$ cat config.mk
export PLATFORM = sky130hd
export DESIGN_NAME = sbc_top
export DESIGN_NICKNAME = d
export VERILOG_FILES = /design/src/include/sbc_pkg.sv /design/src/include/sbc_reg_if.sv /design/src/core/sbc_route_decode.sv /design/src/core/sbc_ahb_slave.sv /design/src/core/sbc_top.sv
export SDC_FILE = /design/constraint.sdc
export NUM_CORES = 1
export LEC_CHECK = 0
export ABC_AREA = 1
export BUFFER_PORTS_ARGS = -buffer_cell sky130_fd_sc_hd__buf_2
export CORE_ASPECT_RATIO = 0.8
export CORE_MARGIN = 2
export CORE_UTILIZATION = 30
export CTS_CLUSTER_SIZE = 40
export DETAILED_ROUTE_END_ITERATION = 10
export RECOVER_POWER = 100
export REMOVE_ABC_BUFFERS = 1
export SYNTH_ARGS = -nofsm -noshare
export SYNTH_HDL_FRONTEND = slang
export SYNTH_SLANG_ARGS = --single-unit
$ cat constraint.sdc
create_clock -name ref_clk -period 1.35 [get_ports ref_clk]
set_clock_uncertainty 0.15 [all_clocks]
set_input_delay 0.135 -clock ref_clk [delete_from_list [all_inputs] [get_ports ref_clk]]
set_output_delay 0.135 -clock ref_clk [all_outputs]
set_load 0.01 [all_outputs]
$ cat src/include/sbc_pkg.sv
// Constants and types of the secondary bridge control block
package sbc_pkg;
    localparam int SBC_DW = 32;
    localparam int SBC_IDX_LSB = 2;
    localparam int SBC_IDX_MSB = 9;
    localparam logic [21:0] SBC_ADDR_HI_ZERO = 22'h0;
    localparam logic [1:0] SBC_ADDR_LO_ZERO = 2'h0;
    localparam logic [7:0] SBC_IDX_CMD = 8'h01;
    localparam logic [7:0] SBC_IDX_BCTRL = 8'h3e;
    localparam logic [7:0] SBC_IDX_IRQ_STAT = 8'h50;
    localparam logic [7:0] SBC_IDX_IRQ_MASK = 8'h51;
    localparam int SBC_B_FB2B = 7;
    localparam int SBC_B_SRST = 6;
    localparam int SBC_B_MAM = 5;
    localparam int SBC_B_VGA = 3;
    localparam int SBC_B_DIV = 2;
    localparam int SBC_B_SERR = 1;
    localparam int SBC_B_PERR = 0;
    localparam int SBC_CMD_SERR = 8;
    localparam logic [7:0] SBC_BCTRL_RST = 8'h00;
    localparam int SBC_IRQ_W = 3;
    localparam int SBC_IRQ_MABT = 0;
    localparam int SBC_IRQ_PERR = 1;
    localparam int SBC_IRQ_SERR = 2;
    localparam logic [31:0] SBC_VGA_MEM_LO = 32'h000a0000;
    localparam logic [31:0] SBC_VGA_MEM_HI = 32'h000bffff;
    localparam int SBC_IO_MSB = 9;
    localparam int SBC_DIV_LSB = 8;
    localparam logic [9:0] SBC_VGA_IO_A_LO = 10'h3b0;
    localparam logic [9:0] SBC_VGA_IO_A_HI = 10'h3bb;
    localparam logic [9:0] SBC_VGA_IO_B_LO = 10'h3c0;
    localparam logic [9:0] SBC_VGA_IO_B_HI = 10'h3df;
    localparam logic [1:0] SBC_DIV_LOW_QUARTER = 2'h0;
    localparam logic [31:0] SBC_ABORT_DATA = 32'hffffffff;
    localparam logic [1:0] SBC_HTRANS_NONSEQ = 2'h2;
    localparam logic SBC_HRESP_OKAY = 1'h0;
    typedef enum logic [2:0] {
        SBC_PH_IDLE = 3'h1,
        SBC_PH_WAIT = 3'h2,
        SBC_PH_DONE = 3'h4
    } sbc_phase_t;
endpackage

$ cat src/include/sbc_reg_if.sv
// Register access strobes between the bus slave and the register file
`timescale 1ns/10ps
`default_nettype none
interface sbc_reg_if;
    logic wr;
    logic rd;
    logic [7:0] idx;
    logic [31:0] wdata;
    logic [31:0] rdata;
    modport slave (output wr, output rd, output idx, output wdata, input rdata);
    modport regs (input wr, input rd, input idx, input wdata, output rdata);
endinterface
`default_nettype wire

$ cat src/core/sbc_route_decode.sv
// Host cycle routing decode for the secondary link
`timescale 1ns/10ps
`default_nettype none
module sbc_route_decode import sbc_pkg::*; (
    input wire logic is_io,
    input wire logic [31:0] addr,
    input wire logic io_window_hit,
    input wire logic mem_window_hit,
    input wire logic legacy_video_routing,
    input wire logic legacy_expansion_io_diversion,
    output logic to_secondary
);
    logic [9:0] low;
    logic vga_mem;
    logic vga_io;
    logic upper_part;

    always_comb
    begin
        low = addr[SBC_IO_MSB:0];
        vga_mem = !is_io && addr >= SBC_VGA_MEM_LO && addr <= SBC_VGA_MEM_HI;
        // Only the low ten bits compare, so every alias matches
        vga_io = is_io && ((low >= SBC_VGA_IO_A_LO && low <= SBC_VGA_IO_A_HI)
            || (low >= SBC_VGA_IO_B_LO && low <= SBC_VGA_IO_B_HI));
        upper_part = low[SBC_IO_MSB:SBC_DIV_LSB] != SBC_DIV_LOW_QUARTER;
        if (legacy_video_routing && (vga_mem || vga_io))
        begin
            to_secondary = 1'b1;
        end
        else if (is_io)
        begin
            // Diversion only narrows the window, never widens it
            to_secondary = io_window_hit && !(legacy_expansion_io_diversion && upper_part);
        end
        else
        begin
            to_secondary = mem_window_hit;
        end
    end
endmodule
`default_nettype wire

$ cat src/core/sbc_ahb_slave.sv
// AHB-Lite slave front end with one wait state per transfer
`timescale 1ns/10ps
`default_nettype none
module sbc_ahb_slave import sbc_pkg::*; (
    input wire logic ref_clk,
    input wire logic rst,
    input wire logic hsel,
    input wire logic [31:0] haddr,
    input wire logic [1:0] htrans,
    input wire logic hwrite,
    input wire logic [2:0] hsize,
    input wire logic [31:0] hwdata,
    input wire logic hready,
    output logic hreadyout,
    output logic hresp,
    output logic [31:0] hrdata,
    sbc_reg_if.slave rif
);
    typedef struct packed {
        sbc_phase_t ph;
        logic mapped;
        logic write;
        logic [7:0] idx;
        logic [31:0] rdata;
    } sbc_slv_state_t;

    sbc_slv_state_t s;
    sbc_slv_state_t next_s;
    logic take;

    assign take = hsel && htrans == SBC_HTRANS_NONSEQ && hready;

    always_comb
    begin
        next_s = s;
        case (s.ph)
            SBC_PH_IDLE, SBC_PH_DONE:
            begin
                next_s.ph = take ? SBC_PH_WAIT : SBC_PH_IDLE;
                if (take)
                begin
                    // Anything outside the low word map is unmapped: writes drop, reads zero
                    next_s.mapped = haddr[31:SBC_IDX_MSB + 1] == SBC_ADDR_HI_ZERO
                        && haddr[SBC_IDX_LSB - 1:0] == SBC_ADDR_LO_ZERO;
                    next_s.write = hwrite;
                    next_s.idx = haddr[SBC_IDX_MSB:SBC_IDX_LSB];
                end
            end
            SBC_PH_WAIT:
            begin
                next_s.ph = SBC_PH_DONE;
                next_s.rdata = (s.mapped && !s.write) ? rif.rdata : '0;
            end
            default:
            begin
                next_s.ph = SBC_PH_IDLE;
            end
        endcase
    end

    always_ff @(posedge ref_clk)
    begin
        if (rst)
        begin
            s <= '{ph: SBC_PH_IDLE, mapped: 1'b0, write: 1'b0, idx: '0, rdata: '0};
        end
        else
        begin
            s <= next_s;
        end
    end

    assign rif.wr = s.ph == SBC_PH_WAIT && s.write && s.mapped;
    assign rif.rd = s.ph == SBC_PH_WAIT && !s.write && s.mapped;
    assign rif.idx = s.idx;
    assign rif.wdata = hwdata;
    assign hreadyout = s.ph != SBC_PH_WAIT;
    assign hresp = SBC_HRESP_OKAY;
    assign hrdata = s.rdata;
endmodule
`default_nettype wire

$ cat src/core/sbc_top.sv
// Secondary bridge control: registers, routing, abort and error forwarding
`timescale 1ns/10ps
`default_nettype none
module sbc_top import sbc_pkg::*; (
    input wire logic ref_clk,
    input wire logic rst,
    input wire logic hsel,
    input wire logic [31:0] haddr,
    input wire logic [1:0] htrans,
    input wire logic hwrite,
    input wire logic [2:0] hsize,
    input wire logic [31:0] hwdata,
    input wire logic hready,
    output logic hreadyout,
    output logic hresp,
    output logic [31:0] hrdata,
    output logic irq,
    input wire logic host_req_valid,
    input wire logic host_req_io,
    input wire logic [31:0] host_req_addr,
    input wire logic io_window_hit,
    input wire logic mem_window_hit,
    output logic route_valid,
    output logic route_secondary,
    output logic route_primary,
    input wire logic sec_cpl_valid,
    input wire logic sec_cpl_read,
    input wire logic sec_cpl_abort,
    input wire logic [31:0] sec_cpl_data,
    output logic host_cpl_valid,
    output logic [31:0] host_cpl_data,
    output logic host_cpl_dropped,
    input wire logic sec_serr_in,
    input wire logic sec_parity_err,
    input wire logic other_err,
    output logic pri_serr_msg,
    output logic sec_fast_b2b,
    output logic sec_reset_out
);
    typedef struct packed {
        logic legacy_video_routing;
        logic legacy_expansion_io_diversion;
        logic system_error_forwarding;
        logic parity_response;
        logic cmd_serr_en;
        logic [SBC_IRQ_W-1:0] irq_stat;
        logic [SBC_IRQ_W-1:0] irq_mask;
        logic route_valid;
        logic route_sec;
        logic route_pri;
        logic cpl_valid;
        logic [SBC_DW-1:0] cpl_data;
        logic cpl_dropped;
        logic pri_serr;
    } sbc_top_state_t;

    sbc_top_state_t s;
    sbc_top_state_t next_s;
    sbc_reg_if rif();
    logic dec_sec;
    logic serr_sec;
    logic serr_par;
    logic abort_evt;
    logic [7:0] bctrl_rd;

    sbc_ahb_slave sbc_ahb_slave_i (
        .ref_clk(ref_clk),
        .rst(rst),
        .hsel(hsel),
        .haddr(haddr),
        .htrans(htrans),
        .hwrite(hwrite),
        .hsize(hsize),
        .hwdata(hwdata),
        .hready(hready),
        .hreadyout(hreadyout),
        .hresp(hresp),
        .hrdata(hrdata),
        .rif(rif.slave)
    );

    sbc_route_decode sbc_route_decode_i (
        .is_io(host_req_io),
        .addr(host_req_addr),
        .io_window_hit(io_window_hit),
        .mem_window_hit(mem_window_hit),
        .legacy_video_routing(s.legacy_video_routing),
        .legacy_expansion_io_diversion(s.legacy_expansion_io_diversion),
        .to_secondary(dec_sec)
    );

    // Bits 7..4 stay zero: no fast back-to-back, no reset, fixed abort mode
    always_comb
    begin
        bctrl_rd = SBC_BCTRL_RST;
        bctrl_rd[SBC_B_VGA] = s.legacy_video_routing;
        bctrl_rd[SBC_B_DIV] = s.legacy_expansion_io_diversion;
        bctrl_rd[SBC_B_SERR] = s.system_error_forwarding;
        bctrl_rd[SBC_B_PERR] = s.parity_response;
    end

    always_comb
    begin
        rif.rdata = '0;
        case (rif.idx)
            SBC_IDX_BCTRL:
            begin
                rif.rdata[7:0] = bctrl_rd;
            end
            SBC_IDX_CMD:
            begin
                rif.rdata[SBC_CMD_SERR] = s.cmd_serr_en;
            end
            SBC_IDX_IRQ_STAT:
            begin
                rif.rdata[SBC_IRQ_W-1:0] = s.irq_stat;
            end
            SBC_IDX_IRQ_MASK:
            begin
                rif.rdata[SBC_IRQ_W-1:0] = s.irq_mask;
            end
            default:
            begin
                rif.rdata = '0;
            end
        endcase
    end

    always_comb
    begin
        abort_evt = sec_cpl_valid && sec_cpl_abort;
        serr_sec = sec_serr_in && s.system_error_forwarding;
        // Parity reporting rides on the forwarding bit as well
        serr_par = sec_parity_err && s.parity_response && s.system_error_forwarding;
        next_s = s;
        next_s.route_valid = host_req_valid;
        next_s.route_sec = host_req_valid && dec_sec;
        next_s.route_pri = host_req_valid && !dec_sec;
        next_s.cpl_valid = sec_cpl_valid;
        next_s.cpl_dropped = abort_evt && !sec_cpl_read;
        if (sec_cpl_valid)
        begin
            if (!sec_cpl_read)
            begin
                next_s.cpl_data = '0;
            end
            else if (sec_cpl_abort)
            begin
                next_s.cpl_data = SBC_ABORT_DATA;
            end
            else
            begin
                next_s.cpl_data = sec_cpl_data;
            end
        end
        // Other errors skip the parity gate but not the global enable
        next_s.pri_serr = s.cmd_serr_en && (serr_sec || serr_par || other_err);
        if (rif.wr)
        begin
            case (rif.idx)
                SBC_IDX_BCTRL:
                begin
                    // Only the four writable bits are stored
                    next_s.legacy_video_routing = rif.wdata[SBC_B_VGA];
                    next_s.legacy_expansion_io_diversion = rif.wdata[SBC_B_DIV];
                    next_s.system_error_forwarding = rif.wdata[SBC_B_SERR];
                    next_s.parity_response = rif.wdata[SBC_B_PERR];
                end
                SBC_IDX_CMD:
                begin
                    next_s.cmd_serr_en = rif.wdata[SBC_CMD_SERR];
                end
                SBC_IDX_IRQ_STAT:
                begin
                    next_s.irq_stat = s.irq_stat & ~rif.wdata[SBC_IRQ_W-1:0];
                end
                SBC_IDX_IRQ_MASK:
                begin
                    next_s.irq_mask = rif.wdata[SBC_IRQ_W-1:0];
                end
                default:
                begin
                    next_s.irq_mask = s.irq_mask;
                end
            endcase
        end
        // Sets come after the clear so a same-cycle event survives
        if (abort_evt)
        begin
            next_s.irq_stat[SBC_IRQ_MABT] = 1'b1;
        end
        if (sec_parity_err)
        begin
            next_s.irq_stat[SBC_IRQ_PERR] = 1'b1;
        end
        if (next_s.pri_serr)
        begin
            next_s.irq_stat[SBC_IRQ_SERR] = 1'b1;
        end
    end

    // Zero state is the documented control reset of 00h
    always_ff @(posedge ref_clk)
    begin
        if (rst)
        begin
            s <= '0;
        end
        else
        begin
            s <= next_s;
        end
    end

    assign irq = |(s.irq_stat & s.irq_mask);
    assign route_valid = s.route_valid;
    assign route_secondary = s.route_sec;
    assign route_primary = s.route_pri;
    assign host_cpl_valid = s.cpl_valid;
    assign host_cpl_data = s.cpl_data;
    assign host_cpl_dropped = s.cpl_dropped;
    assign pri_serr_msg = s.pri_serr;
    assign sec_fast_b2b = 1'b0;
    assign sec_reset_out = 1'b0;

    logic [9:0] chk_low;
    logic chk_vga_mem;
    logic chk_vga_io;
    logic chk_upper;
    assign chk_low = host_req_addr[SBC_IO_MSB:0];
    assign chk_vga_mem = !host_req_io && host_req_addr >= SBC_VGA_MEM_LO && host_req_addr <= SBC_VGA_MEM_HI;
    assign chk_vga_io = host_req_io && ((chk_low >= SBC_VGA_IO_A_LO && chk_low <= SBC_VGA_IO_A_HI)
        || (chk_low >= SBC_VGA_IO_B_LO && chk_low <= SBC_VGA_IO_B_HI));
    assign chk_upper = chk_low[SBC_IO_MSB:SBC_DIV_LSB] != SBC_DIV_LOW_QUARTER;
endmodule
`default_nettype wire

==> impl_results.md <==
* RSZ-0062 raised after global routing: yes
* Max Buffers Root-to-Sink at 2
* CTS tree: built
* Most frequent cells in the layout: 107 x buf_2, 80 x nand2_1, 60 x dfxtp_1, 60 x dlygate4sd3_1, 49 x a21oi_1
* Commonest non-fill, non-tap cell in the layout: buf_2
* Sequential power share at 0.412
* CP max stage delay at 330 ps
* Endpoint type of the worst setup path: output port
* Layout area overhead at 54.5%
* I/O Buffers at 153
* Largest family of logic cells by synthesized area: simple AND/OR/NAND/NOR gates
* Worst-path maximum fanout at 3
* Most Frequent Cell on Critical Path: buf_6
* Rows at 34
* Initial DRC count at 88
* Outcome: complete, but fails checks
* Yosys reg bits at 67
* Synth area leaders: dfxtp_1 41%, buf_4 15%, nand2_1 9.7%, a21oi_1 8.7%, o21ai_0 6.5%
* Syn. warnings at 0
* Asr flop ratio synth at 0
* EDFF count, synth at 0
* Max Clock Freq at 0.729 GHz
* Max Transition Viols Final at 0
* P per Cell Area at 996 nW/um^2
* Routability cong. at 0.779
* Crit path max-delay cell type: dfxtp_2
* Setup ws final at -22.6 ps
* Largest net degree at the start of global routing at 35
* Share of cells above drive strength 1 at 0.333
* Final hold vios at 0
* Area fraction in compound gates after synthesis at 0.163
* First-pass GRT wire length at 14,300 microns
* Synthesized area per cell at 7.32 sq um
* Post-synthesis instance area at 3300 sq um
* Dominant synthesized flop cell: dfxtp_1
* Initial antenna violation count at 0
* N_diodes at 0
* Failing checks: negative setup slack
* Final period utilization at 1.02
* Post-synthesis mux area share at 0
* Sw frac at 0.233
* Max_cap viols at 0
* I/O Pins at 223
* Nets@finish at 795
* Data arrival, critical path at 1090 ps
* Multi-input gate area at 1560 sq um
* Total grt overflow at 0
* Clock power frac at 0.449
* Design Power at 5.07 mW
* Total core area at 10,800 sq um
* Part of the power in combinational logic at 0.139
* VDD IR max at 0.593 mV
* Initial DRT Pass Iterations at 4
* Post-synthesis simple-gate area fraction at 0.223
* DIE HEIGHT at 97.7 microns
* FF+latch area at 1350 sq um
* Worst-path cell chain: nor2_4 > nand2_4 > buf_6 > buf_6
* P_leak at 2.22 nW
* Critical Path RT at 1070 ps
* Syn Inst Count at 450
* DRC at 0
* Number of global-route vias before repair at 3,230
* Die area at 11,800 sq um
* Yosys top cell area share at 0.407
* XOR/XNOR Fraction of Synth Area at 0
* Critical path class: flop to output port
* Int Power at 3.89 mW
* Clk sinks at 67
* Filler instances at 1,094
* Setup-failing EPs final at 5
* Crit start category: flop
* Via Count at 3,521
* Worst-path clk slew at 50 ps
* Finished Core Util at 0.471
* Root Buffer: clkbuf_16
* Psw at 1.18 mW
* Top cell type by total area after synthesis: dfxtp_1
* Final Routed Wirelength at 9690 microns
* Total track usage at 0.148
* Register area share after synthesis at 0.407
* H-tree levels at 3
* Synth Area in Adders at 0
* Via/cell ratio at 4.42
* Routed len/inst at 12.2 microns
* Hold WC Path Type: primary input to flop
* Synth cell types at 25
* Post-route ant nets at 0
* Min Tclk post-route at 1370 ps
* Clk Latency, worst-skew pair at 320 ps
* Hpwl dp at 6320 microns
* Initial Util at 0.305
* CTS Buf Count at 9
* Die width at 121 microns
## repair_timing
action	4_1_cts	5_1_grt
hold endpoints to repair	58	0
pin swaps	5	23
gates cloned	2	3
endpoints found under the setup margin	10	30
buffers inserted	2	7
hold buffers	60	0
gates resized for setup	16	59
## synthesized netlist by cell type (all sizes together) (3+ instances only)
cell type	number
nand2	88
nand4	4
dfxtp	67
nor3	3
a21oi	58
buf	69
clkbuf	14
o21ai	47
nand3	24
inv	25
nor2	41
## final timing paths
| check | startpoint | end | cells after the start | slack [ps] |
|---|---|---|---|---|
| setup / recovery | sbc_ahb_slave_i.s[42] | hreadyout | 4 | -20 |
| hold / removal | io_window_hit | route_primary | 6 | 50 |
| setup reg to reg | sbc_ahb_slave_i.s[44] | sbc_ahb_slave_i.rif.idx[3] | 7 | -20 |
| hold reg to reg | host_cpl_data[18] | host_cpl_data[18] | 2 | 310 |
## per-layer routing
metal | GRT usage | routed length [microns] | share of wire
met5 | 0 | 0 | 0
met1 | 0.178 | 4080 | 0.42
met3 | 0.0374 | 674 | 0.070
met2 | 0.264 | 4820 | 0.50
met4 | 0.0380 | 110 | 0.011
## sequential cells by signal (all words and copies together), names as in the netlist
register and flops:
host_cpl_data 32, sbc_ahb_slave_i.rif.idx 8, s 7, sbc_ahb_slave_i.hrdata 5
sbc_ahb_slave_i.s 5, bctrl_rd 4, host_cpl_dropped 1, host_cpl_valid 1
pri_serr_msg 1, route_primary 1, route_secondary 1, route_valid 1
## layout make-up
type / instances / area share
inverters: 27 / 0.0233
multi-input cells: 302 / 0.307
well taps: 144 / 0.0354
repair buffers: 237 / 0.308
repair inverters: 3 / 0.00418
clock inverters: 2 / 0.00688
flip-flops and latches: 67 / 0.265
clock buffers: 14 / 0.0499
## logic make-up after synthesis
logic type | after synthesis
flip-flops | 67
AO/OA/AOI/OAI | 106
AND/OR/NAND/NOR | 166
other | 1
buffers and inverters | 110
## worst max-delay path, delay by kind of cell, from the launching register on
| kind | cells | cell delay, ps |
|---|---|---|
| simple gates | 2 | 210 |
| flops | 1 | 330 |
| buf+inv | 2 | 240 |
## stage by stage
step	std cells	setup WS (ps)	setup TNS, ps	instance area, sq um	hold slack, ps
6_report	796	-22.6	-68.5	5090	53.3
5_1_grt	796	-111	-2250	5090	90.0
4_1_cts	788	-40.3	-250	4890	46.5
3_5_place_dp	708	-48.7	-80.2	3920	175
3_3_place_gp	708	-40.4	-40.4	3920	167
2_1_floorplan	396	20.1	0	2840	54.1
## power groups by stage
| stage | clock (mW) | combinational (mW) | sequential (mW) |
|---|---|---|---|
| final | 2.28 | 0.705 | 2.09 |
| after global routing | 2.43 | 0.778 | 2.10 |
| after CTS | 2.34 | 0.669 | 2.08 |
| after detailed placement | 0 | 0.525 | 2.13 |
| after global placement | 0 | 0.514 | 2.12 |
| after floorplan | 0 | 0.183 | 2.15 |
Power figures use the tool's default switching activity.
